File: config.mk
export PLATFORM = sky130hd
export DESIGN_NAME = servo_status_output_logic
export DESIGN_NICKNAME = d
export VERILOG_FILES = /design/src/include/status_out_pkg.sv /design/src/rtl/servo_status_output_logic.sv
export VERILOG_INCLUDE_DIRS = /design/src /design/src/include
export SDC_FILE = /design/constraint.sdc
export NUM_CORES = 1
export LEC_CHECK = 0
export ABC_CLOCK_PERIOD_IN_PS = 9900
export BUFFER_PORTS_ARGS = -buffer_cell sky130_fd_sc_hd__buf_2
export CAP_MARGIN = 20
export CORE_ASPECT_RATIO = 1.1
export CORE_UTILIZATION = 44
export CTS_BUF_LIST = sky130_fd_sc_hd__clkbuf_4
export CTS_CLUSTER_SIZE = 10
export DETAILED_ROUTE_END_ITERATION = 6
export PLACE_DENSITY = 0.69
export SETUP_SLACK_MARGIN = 0.02
export SLEW_MARGIN = 25
export SYNTH_ARGS = -nofsm -noshare
export SYNTH_HDL_FRONTEND = slang
export SYNTH_SLANG_ARGS = --single-unit
File: constraint.sdc
create_clock -name sys_clk_i -period 9.9 [get_ports sys_clk_i]
set_clock_uncertainty 0.1 [all_clocks]
set_input_delay 0.495 -clock sys_clk_i [delete_from_list [all_inputs] [get_ports sys_clk_i]]
set_output_delay 0.495 -clock sys_clk_i [all_outputs]
set_load 0.05 [all_outputs]
File: src/include/status_out_defs.svh
/*
  Constants for the servo status output logic: timing, ranges and defaults.
  Assumes inclusion by its bare name from the design file.
*/
`ifndef STATUS_OUT_DEFS_SVH
`define STATUS_OUT_DEFS_SVH

// Clock and millisecond tick
`define SYS_CLK_HZ          25000000
`define TICK_PERIOD_MS      1
`define TICK_CYCLES         ((`SYS_CLK_HZ / 1000) * `TICK_PERIOD_MS)

// Completion condition select codes
`define COND_RANGE_ONLY     2'h0
`define COND_NO_CMD         2'h1
`define COND_ZERO_SPEED     2'h2
`define COND_HOLD           2'h3

// Speed detection
`define SPEED_HYST_RPM      16'h000a
`define ZERO_SPEED_DEFAULT  16'h0032
`define ARRIVAL_DEFAULT     16'h03e8

// Position ranges and limits
`define RANGE_B_DEFAULT     19'h0000a
`define HOLD_TIME_MAX_MS    15'h7530
`define BRAKE_DELAY_MAX_MS  14'h2710

// Warning selector
`define WARN_SEL_ANY        4'h0
`define WARN_SRC_COUNT      13

`endif

File: src/include/status_out_pkg.sv
/*
  Types for the servo status output logic.
  Assumes the defs header sits on the include path.
*/
package status_out_pkg;
  // Brake interlock sequence states
  typedef enum logic [3:0] {
    BRK_RUN      = 4'b0001,
    BRK_STOP_DLY = 4'b0010,
    BRK_DECEL    = 4'b0100,
    BRK_OFF      = 4'b1000
  } brake_state_e;
endpackage : status_out_pkg

File: src/rtl/servo_status_output_logic.sv
/*
  Status outputs of a servo drive: completion outputs, speed detection,
  brake interlock sequencing and selectable warning outputs.
  Assumes all inputs except run_cmd_i come from logic on sys_clk_i;
  run_cmd_i arrives from the host and is synchronised here.
*/
// Overview of operation
// - Select 0: done A on error in range A; select 1 also needs no command.
// - Select 2: done A needs zero speed, error in range A, no command.
// - Select 3: done A latched for hold time, then follows position error.
// - Hold time 0 to 30000 ms, used only with select 3.
// - Hold time zero holds done A until next position command.
// - Position command during hold drops done A at once.
// - Zero speed asserts below threshold 10 to 20000 r/min, default 50.
// - Zero speed uses speed magnitude with 10 r/min hysteresis.
// - Speed reached asserts at arrival speed, default 1000, 10 r/min hysteresis.
// - Run drop while stopped: brake first, power off after stopped delay.
// - Run drop while moving: brake after running delay or below release speed.
// - Warning output A selector 0 to 13: 0 any warning, else one source.
// - Warning output B has its own selector, same encoding.
// - Done B asserts when error below range B, ignoring command and select.
// - Range B in command units, encoder units under unit select.
// - Ranges compare absolute position error, during position control only.
`timescale 1ns/1ns
`include "status_out_defs.svh"

module servo_status_output_logic #(
  parameter int ERR_W  = 32,
  parameter int TICK_N = `TICK_CYCLES
) (
  input  wire logic              sys_clk_i,
  input  wire logic              reset_i,
  input  wire logic signed [ERR_W-1:0] pos_err_cmd_i,
  input  wire logic signed [ERR_W-1:0] pos_err_enc_i,
  input  wire logic              position_ctrl_i,
  input  wire logic              pos_cmd_active_i,
  input  wire logic signed [15:0] motor_speed_i,
  input  wire logic              run_cmd_i,
  input  wire logic [12:0]       warn_src_i,
  input  wire logic [18:0]       done_range_a_i,
  input  wire logic [18:0]       done_range_b_i,
  input  wire logic [1:0]        done_condition_sel_i,
  input  wire logic [14:0]       done_hold_time_i,
  input  wire logic              position_unit_sel_i,
  input  wire logic [15:0]       zero_speed_threshold_i,
  input  wire logic [15:0]       arrival_speed_threshold_i,
  input  wire logic [13:0]       brake_delay_stopped_i,
  input  wire logic [13:0]       brake_delay_running_i,
  input  wire logic [15:0]       brake_release_speed_i,
  input  wire logic [3:0]        warn_out_a_sel_i,
  input  wire logic [3:0]        warn_out_b_sel_i,
  output logic                   pos_done_out_a_o,
  output logic                   pos_done_out_b_o,
  output logic                   zero_speed_out_o,
  output logic                   speed_reached_out_o,
  output logic                   brake_hold_out_o,
  output logic                   servo_power_o,
  output logic                   decel_req_o,
  output logic                   warn_out_a_o,
  output logic                   warn_out_b_o,
  output status_out_pkg::brake_state_e brake_state_o
);
  import status_out_pkg::*;

  function automatic logic [ERR_W-1:0] abs_err(input logic signed [ERR_W-1:0] v);
    abs_err = v[ERR_W-1] ? ERR_W'(-v) : ERR_W'(v);
  endfunction : abs_err

  function automatic logic warn_pick(input logic [3:0] sel, input logic [12:0] src);
    if (sel == `WARN_SEL_ANY) begin
      warn_pick = |src;
    end else if (sel <= 4'(`WARN_SRC_COUNT)) begin
      warn_pick = src[sel - 4'h1];
    end else begin
      warn_pick = 1'b0;
    end
  endfunction : warn_pick

  //////////////////////////////////////////////////////////////////////////////
  // Tick, sync, magnitudes
  logic [15:0] tick_cnt_q;
  logic        tick;
  logic        run_meta_q;
  logic        run_sync_q;
  logic [15:0] speed_mag;
  logic [ERR_W-1:0] err_a_mag;
  logic [ERR_W-1:0] err_b_mag;
  logic        in_range_a;

  // One millisecond tick
  always_ff @(posedge sys_clk_i) begin
    if (reset_i || tick) begin
      tick_cnt_q <= 16'h0000;
    end else begin
      tick_cnt_q <= tick_cnt_q + 16'h0001;
    end
  end
  assign tick = (tick_cnt_q == 16'(TICK_N - 1));

  // Two-stage sync of run command
  always_ff @(posedge sys_clk_i) begin
    if (reset_i) begin
      run_meta_q <= 1'b0;
      run_sync_q <= 1'b0;
    end else begin
      run_meta_q <= run_cmd_i;
      run_sync_q <= run_meta_q;
    end
  end

  // Speed and error magnitudes
  assign speed_mag  = motor_speed_i[15] ? 16'(-motor_speed_i) : 16'(motor_speed_i);
  assign err_a_mag  = abs_err(pos_err_cmd_i);
  assign err_b_mag  = position_unit_sel_i ? abs_err(pos_err_enc_i) : err_a_mag;
  assign in_range_a = position_ctrl_i && (err_a_mag <= ERR_W'(done_range_a_i));

  //////////////////////////////////////////////////////////////////////////////
  // Speed detection with hysteresis
  always_ff @(posedge sys_clk_i) begin
    if (reset_i) begin
      zero_speed_out_o <= 1'b0;
    end else if (speed_mag < zero_speed_threshold_i) begin
      zero_speed_out_o <= 1'b1;
    end else if (speed_mag >= zero_speed_threshold_i + `SPEED_HYST_RPM) begin
      zero_speed_out_o <= 1'b0;
    end
  end

  always_ff @(posedge sys_clk_i) begin
    if (reset_i) begin
      speed_reached_out_o <= 1'b0;
    end else if (speed_mag >= arrival_speed_threshold_i) begin
      speed_reached_out_o <= 1'b1;
    end else if (speed_mag + `SPEED_HYST_RPM < arrival_speed_threshold_i) begin
      speed_reached_out_o <= 1'b0;
    end
  end

  //////////////////////////////////////////////////////////////////////////////
  // Completion output A with hold timer
  logic        holding_q;
  logic [14:0] hold_cnt_q;
  logic        hold_expired;

  always_ff @(posedge sys_clk_i) begin
    if (reset_i) begin
      holding_q  <= 1'b0;
      hold_cnt_q <= 15'h0000;
    end else if (done_condition_sel_i != `COND_HOLD || pos_cmd_active_i) begin
      holding_q  <= 1'b0;
      hold_cnt_q <= 15'h0000;
    end else if (!holding_q && in_range_a) begin
      holding_q  <= 1'b1;
      hold_cnt_q <= 15'h0000;
    end else if (holding_q && !hold_expired && tick) begin
      hold_cnt_q <= hold_cnt_q + 15'h0001;
    end
  end

  // Count stops at a nonzero hold time, so it never wraps into a new hold
  assign hold_expired = (done_hold_time_i != 15'h0000) && (hold_cnt_q >= done_hold_time_i);

  always_ff @(posedge sys_clk_i) begin
    if (reset_i) begin
      pos_done_out_a_o <= 1'b0;
    end else begin
      case (done_condition_sel_i)
        `COND_RANGE_ONLY: pos_done_out_a_o <= in_range_a;
        `COND_NO_CMD:     pos_done_out_a_o <= in_range_a && !pos_cmd_active_i;
        `COND_ZERO_SPEED: pos_done_out_a_o <= in_range_a && !pos_cmd_active_i
                                              && zero_speed_out_o;
        `COND_HOLD: begin
          if (pos_cmd_active_i) begin
            pos_done_out_a_o <= 1'b0;
          end else if (holding_q && !hold_expired) begin
            pos_done_out_a_o <= 1'b1;
          end else begin
            pos_done_out_a_o <= in_range_a;
          end
        end
        default: pos_done_out_a_o <= 1'b0;
      endcase
    end
  end

  // Completion output B
  always_ff @(posedge sys_clk_i) begin
    if (reset_i) begin
      pos_done_out_b_o <= 1'b0;
    end else begin
      pos_done_out_b_o <= position_ctrl_i && (err_b_mag < ERR_W'(done_range_b_i));
    end
  end

  //////////////////////////////////////////////////////////////////////////////
  // Brake interlock sequence
  brake_state_e brk_q;
  logic [13:0]  brk_cnt_q;

  always_ff @(posedge sys_clk_i) begin
    if (reset_i) begin
      brk_q     <= BRK_OFF;
      brk_cnt_q <= 14'h0000;
    end else begin
      case (brk_q)
        BRK_RUN: begin
          brk_cnt_q <= 14'h0000;
          if (!run_sync_q) begin
            brk_q <= zero_speed_out_o ? BRK_STOP_DLY : BRK_DECEL;
          end
        end
        BRK_STOP_DLY: begin
          if (brk_cnt_q >= brake_delay_stopped_i) begin
            brk_q <= BRK_OFF;
          end else if (tick) begin
            brk_cnt_q <= brk_cnt_q + 14'h0001;
          end
        end
        BRK_DECEL: begin
          if (brk_cnt_q >= brake_delay_running_i || speed_mag < brake_release_speed_i) begin
            brk_q <= BRK_OFF;
          end else if (tick) begin
            brk_cnt_q <= brk_cnt_q + 14'h0001;
          end
        end
        BRK_OFF: begin
          brk_cnt_q <= 14'h0000;
          if (run_sync_q) begin
            brk_q <= BRK_RUN;
          end
        end
        default: brk_q <= BRK_OFF;
      endcase
    end
  end

  // Brake and power outputs follow the state
  always_ff @(posedge sys_clk_i) begin
    if (reset_i) begin
      brake_hold_out_o <= 1'b1;
      servo_power_o    <= 1'b0;
      decel_req_o      <= 1'b0;
    end else begin
      brake_hold_out_o <= (brk_q == BRK_STOP_DLY) || (brk_q == BRK_OFF);
      servo_power_o    <= (brk_q != BRK_OFF);
      decel_req_o      <= (brk_q == BRK_DECEL);
    end
  end
  assign brake_state_o = brk_q;
  //////////////////////////////////////////////////////////////////////////////
  // Warning outputs
  always_ff @(posedge sys_clk_i) begin
    if (reset_i) begin
      warn_out_a_o <= 1'b0;
      warn_out_b_o <= 1'b0;
    end else begin
      warn_out_a_o <= warn_pick(warn_out_a_sel_i, warn_src_i);
      warn_out_b_o <= warn_pick(warn_out_b_sel_i, warn_src_i);
    end
  end
endmodule : servo_status_output_logic

* Yosys cells after proc, flatten, opt, wreduce, memory -nomap -nowiden
Index checks and enable logic that the tools add are counted. Widths: inputs -> output; s select.
Storage, ports and cells: bits in registers 61, input bits 238, output and inout bits 13, word-level logic and storage cells 113
Cells by class: add/sub/neg operators 10, $lt $le $gt $ge 14, eq/ne operators 16, multiplexer cells 29, reductions and logical operators 28
Operators with widths (number):
- $mux 32 | 3
- $neg 32->32 | 2
- $lt 16x16->1 | 3
- $mux 14 | 3
- $pmux 14 s3 | 1
- $add 16x4->16 const B | 2
- $ge 16x16->1 | 2
- $le 32x19->1 | 1
- $lt 32x19->1 | 1
- $ge 14x14->1 | 2
- $add 16x1->16 const B | 1
- $eq 16x15->1 const B | 1
- $mux 16 | 1
- $mux 4 | 4
- $neg 16->16 | 1
- $pmux 4 s4 | 1
- $add 15x1->15 const B | 1
- $ge 15x15->1 | 1
- $reduce_bool 15->1 | 1
- $add 14x1->14 const B | 1
- $ne 2x2->1 const B | 7
- $reduce_or 13->1 | 1
- $mux 1 | 12
- $lt 4x5->1 const B | 2
- other kinds (23) | 42

* Longest topological paths before layout
Gate-level depths: netlist of the first run.
depth after elaboration 7, depth in mapped cells 19, mapped depth without buffers 18

* Least setup slack after synthesis of the first run
No wires, ideal clock.
path kind in2reg, from input motor_speed_i[3], to register brk_cnt_q[1], setup time 128 ps, arrival time 4440 ps, setup slack 5232 ps, stages 17, path buffers 3, path through or4_1 -> or3_1 -> or4_1 -> clkbuf_1 -> o21ai_0 -> xnor2_1 -> ha_1 -> a21o_1 -> a21o_1 -> a221oi_1 -> nand2_1 -> a21oi_1 -> or3_1 -> clkbuf_1 -> clkbuf_1 -> mux2i_1 -> nor2_1
Between the ends: word-level cells in the longest chain between the ends 6
Ends and longest elaborated chain:
- from (decl) | line servo_status_output_logic.sv:37 | input wire logic signed [15:0] motor_speed_i,
- $neg 16->16 | line servo_status_output_logic.sv:112 | assign speed_mag = motor_speed_i[15] ? 16'(-motor_speed_i) : 16'(motor_speed_i);
- $mux 16 (*) | line servo_status_output_logic.sv:112
- $lt 16x16->1 (*) | line servo_status_output_logic.sv:220 | if (brk_cnt_q >= brake_delay_running_i || speed_mag < brake_release_speed_i) begin
- $logic_or 1x1->1 (*) | line servo_status_output_logic.sv:220
- $ne 2x2->1 (no source line) (*)
- $reduce_and 3->1 (no source line) (*)
- to (signal assigned) | line servo_status_output_logic.sv:216 | brk_cnt_q <= brk_cnt_q + 14'h0001;
- to (signal assigned) | line servo_status_output_logic.sv:223 | brk_cnt_q <= brk_cnt_q + 14'h0001;
- to (decl) | line servo_status_output_logic.sv:198 | logic [13:0] brk_cnt_q;
Every way passes the cells marked *; elsewhere a longest branch is shown, timed or not. A chain may end at the register's enable or synchronous reset.

* Worst setup path after layout of the first run
from input motor_speed_i[3], to register brk_cnt_q[12]
Same word-level chain as after synthesis.

==> run metrics, run 1 <==
Final HPWL DP 21.4 mm; Post-CTS Resized 0; syn avg cell area 7.51 um2; number of flops mapped to enable cells by yosys 0; Layout fillers 2089; Worst-Skew Late Latency 0.41 ns; DIE HEIGHT 155 um; DIE AREA 21800 um2; CTS tree built; top-count cell post-synth ha_1; largest net degree at the start of global routing 41; Startpoint Class input pin; post-route ant nets 0; Critical Path RT 10.14 ns; Rows 55; yosys warns 0; Clock transition at path regs 0.11 ns; number of top-level pins 251; All-Layer GR Usage 0.228; min Tclk post-route 4.76 ns; root buf cell clkbuf_4; arrival time at the worst endpoint 5.00 ns; vias in the first global route 9222; cell mode on critical path or4_1; crit path cell chain buf_2 -> or4_1 -> or3_1 -> or4_1 -> o21ai_0 -> xnor2_1 -> ha_1 -> nand4_1 -> nor4_1 -> a21oi_1 -> or3_1 -> or4_1 -> a21oi_1; P&R area growth vs syn 17.4%; total CTS buffers 9; Initial Util 0.451; drc violations 0; status complete, no violations; Final Hold Viols 0; Chip Width 141 um; main flop type after synthesis dfxtp_1; DRT iter0 DRCs 412; maxcap violations 0; Hold Crit Class input pin to flop; leak pwr 0.00532 uW; Post-synth top cells ha_1, inv_1, nor2_1; TNS Setup 0 ns; post-DR vias/cell 5.49; Max Transition Viols Final 0; Max clock buf depth 2; Crit Path Category input pin to flop; pwr/cell area 75.3 nW/um2; Post-Syn Nets 1651; final period utilization 0.481; synth unique cells 67; CP max stage cell or3_1; cts-stage hold buffer count 0; final instance count without filler cells 1769; # setup viols final 0; drt pass-1 iters 7; postcts setup bufs 0; Relative slew margins 0.500; top-area cell type share of the netlist area 0.226; routed wire length 25.2 mm; share of post-route cells with drive strength above 1 0.203; Synth area leaders ha_1, dfxtp_1, inv_1; GRT overflow 0; DR vias 9710; Worst-Margin Slew 0.740 ns; RSZ-0062 raised after global routing false; Power Total 827 uW; RePlAce Congestion 0.904; Mapped Cells 1244; clk sinks 61; initial antenna violation count 5; H-tree depth 3; global-route wire length before repair 41.3 mm; drt wl/cell 14.2 um; VDD IR max 0.0474 mV; Port Buffers 250; peak fanout along the critical path 21; Nets 1883; Critical Path Max Stage Delay 0.69 ns; DP Cell Count 1750; Yosys reg bits 61; Core Box Area 20700 um2; Post-synth ARST share 0; fmax 210 MHz; register area share after synthesis 0.131; Cell Area, Synth 9350 um2; CP endpoint kind flop; Synth area leader ha_1
metrics by stage:
step                      utilization  hold slack (ns)  setup slack [ns]  cell area (um2)
final                           0.530            0.205              5.14            11000
after global routing            0.530            0.203              4.80            11000
after CTS                       0.529            0.192              5.17            11000
after detailed placement        0.523            0.346              4.75            10800
after global placement          0.523            0.330              4.82            10800
after floorplan                     -            0.314              5.23             9350
critical path: cells and delay by family:
family,cells,cell delay [ns]
and+or+nand+nor,7,3.14
AOI/OAI and AO/OA,3,0.65
adders and majority gates,1,0.37
xor gates and xnor gates,1,0.23
buffers and inverters,1,0.12
final timing paths:
| kind | from | endpoint | slack [ns] | cells after the start |
|---|---|---|---|---|
| min | run_cmd_i | run_meta_q$_SDFF_PP0_ | 0.21 | 2 |
| max reg2reg | tick_cnt_q[11]$_SDFF_PP0_ | hold_cnt_q[8]$_SDFFE_PP0P_ | 6.49 | 7 |
| min reg2reg | tick_cnt_q[0]$_SDFF_PP0_ | tick_cnt_q[0]$_SDFF_PP0_ | 0.36 | 1 |
| max | motor_speed_i[3] | brk_cnt_q[12]$_SDFFE_PP0P_ | 5.14 | 13 |
layout by cell type, fill, tap and decap left out, types with 31 or more instances in the layout:
cell type | netlist | final
nand4_1 | 32 | 32
nand2_1 | 77 | 77
ha_1 | 169 | 169
nand3_1 | 38 | 38
buf_2 | 1 | 250
o21ai_0 | 49 | 49
inv_1 | 158 | 158
a21oi_1 | 83 | 83
nor4_1 | 31 | 31
xnor2_1 | 66 | 66
nor2_1 | 98 | 98
xor2_1 | 42 | 42
dfxtp_1 | 61 | 61
kinds of logic after synthesis:
logic type	count (synthesis)	share of synthesized area
AO/OA/AOI/OAI	274	0.190
XOR/XNOR	108	0.101
adder cells (fa/ha/maj)	169	0.226
buffers and inverters	190	0.0788
flip-flops	61	0.131
multiplexers	17	0.0293
AND/OR/NAND/NOR	425	0.244
per-layer routing:
layer | global-route usage | share of wire
met1 | 0.279 | 0.45
met4 | 0.0885 | 0.029
met5 | 0 | 0.00052
met2 | 0.407 | 0.48
met3 | 0.0252 | 0.042
state kept, by name, indices dropped and copies added, names as in the netlist, 4 cells and up:
register / flops
hold_cnt_q: 15
brk_cnt_q: 14
brake_state_o: 4
tick_cnt_q: 16
area by class of cell:
class	instances	area, um2	area share
Timing Repair Buffer	253	1270	0.116
Clock buffer	11	82.6	0.00752
Antenna cell	3	7.51	0.000684
Clock inverter	5	51.3	0.00467
Sequential cell	61	1220	0.111
Multi-Input combinational cell	993	7390	0.673
Tap cell	285	357	0.0325
Inverter	158	593	0.0540
power breakdown:
group / internal, uW / switching [uW] / total [uW]
sequential: 251 / 7.13 / 258
combinational: 173 / 222 / 395
clock: 81.1 / 92.2 / 173
total: 505 / 321 / 827
No activity file was read; power rests on OpenSTA's default activity.
==> run 2: changes to the inputs <==
Settings changed: ABC_CLOCK_PERIOD_IN_PS 9900 to 4400.
Clock period 9.9 ns to 4.4 ns, I/O delays scaled along.
==> run metrics, run 2 (synthesis results as in run 1) <==
Final HPWL DP 21.7 mm; post-route ant nets 0; initial antenna violation count 6; Final Hold Viols 0; post-DR vias/cell 5.43; Clock transition at path regs 0.10 ns; Fin Hold WS 0.0485 ns; crit path cell chain buf_2 -> or4_1 -> or3_1 -> or4_1 -> o21ai_0 -> xnor2_1 -> ha_1 -> nand4_1 -> nor4_2 -> a21oi_1 -> buf_4 -> or3_4 -> buf_4 -> or3_1 -> a21oi_1; DP Cell Count 1775; DR vias 9757; drt wl/cell 14.2 um; CP max stage cell or4_1; peak fanout along the critical path 12; vias in the first global route 9140; leak pwr 0.00545 uW; DRT iter0 DRCs 356; drt pass-1 iters 7; All-Layer GR Usage 0.232; Crit Path Category input pin to flop; max reg flops 16; GRT overflow 0; largest net degree at the start of global routing 41; P&R area growth vs syn 19.7%; Worst-Skew Late Latency 0.40 ns; Hold Crit Class input pin to flop; CTS tree built; most common cell after layout, fill and taps aside buf_2; total CTS buffers 9; # setup viols final 0; Core Box Area 20700 um2; Reg with most FFs tick_cnt_q; clk sinks 61; number of top-level pins 251; routed wire length 25.5 mm; Worst Slack Setup Final 0.356 ns; share of post-route cells with drive strength above 1 0.217; Worst-Margin Slew 0.964 ns; arrival time at the worst endpoint 4.28 ns; most frequent cells in the layout buf_2, ha_1, inv_1; Max Transition Viols Final 0; register area 1220 um2; CP endpoint kind flop; Chip Width 141 um; DIE AREA 21800 um2; root buf cell clkbuf_4; final period utilization 0.919; Top Registers tick_cnt_q (16), hold_cnt_q (15), brk_cnt_q (14); postcts setup bufs 0; RePlAce Congestion 0.932; Max clock buf depth 2; Startpoint Class input pin; Nets 1912; VDD IR max 0.0909 mV; maxcap violations 0; RSZ-0062 raised after global routing false; TNS Setup 0 ns; Critical Path RT 4.63 ns; r2r setup slk 1.16 ns; drc violations 0; area taken by multi-input logic gates 7410 um2; Port Buffers 250; global-route wire length before repair 41.8 mm; Rows 55; Initial Util 0.451; DIE HEIGHT 155 um; Layout fillers 2072; Relative slew margins 0.348; Critical Path Max Stage Delay 0.54 ns; pwr/cell area 162 nW/um2; H-tree depth 3; Place WS -0.193 ns; status complete, no violations; final instance count without filler cells 1798; min Tclk post-route 4.04 ns; fmax 247 MHz
==> run 2: timing repair <==
action,4_1_cts,5_1_grt
resized for setup,0,4
endpoints found under the hold margin,4,0
setup endpoints to repair,0,2
hold buffers,4,0
==> run 2: area by class of cell <==
| class | instances | area share |
|---|---|---|
| Multi-Input combinational cell | 993 | 0.662 |
| Inverter | 158 | 0.0530 |
| Clock buffer | 10 | 0.00671 |
| Clock inverter | 4 | 0.00157 |
| Tap cell | 285 | 0.0319 |
| Antenna cell | 5 | 0.00112 |
| Sequential cell | 61 | 0.109 |
| Timing Repair Buffer | 282 | 0.134 |
==> run 2: through the flow <==
stage	power (uW)	util	cell area, um2
floorplan	1190	-	9350
global placement	1490	0.532	11000
detailed placement	1510	0.532	11000
CTS	1820	0.538	11200
global route	1980	0.540	11200
finish	1810	0.540	11200
==> run 2: worst max-delay path: cells and delay by family <==
| family | cells | cell delay (ns) |
|---|---|---|
| xor+xnor | 1 | 0.12 |
| compound gates | 3 | 0.54 |
| simple gates | 7 | 2.61 |
| buf+inv | 3 | 0.47 |
| fa+ha+maj | 1 | 0.30 |
==> run 2: metal layers <==
| metal | track usage | wire length [um] |
|---|---|---|
| met3 | 0.0360 | 1090 |
| met2 | 0.429 | 12700 |
| met5 | 0 | 27 |
| met1 | 0.280 | 11200 |
| met4 | 0.0569 | 459 |
==> run 2: worst paths after layout <==
kind / start / cells after the start / endpoint
max reg2reg: hold_cnt_q[12]$_SDFFE_PP0P_ / 10 / hold_cnt_q[8]$_SDFFE_PP0P_
min reg2reg: tick_cnt_q[0]$_SDFF_PP0_ / 1 / tick_cnt_q[0]$_SDFF_PP0_
max: motor_speed_i[3] / 15 / brk_cnt_q[9]$_SDFFE_PP0P_
min: pos_err_enc_i[19] / 4 / pos_done_out_b_o$_SDFF_PP0_
==> run 2: where the power goes <==
group          internal (uW)  switching, uW
clock network            111            193
logic                    419            509
registers                565           15.8
total                   1100            718
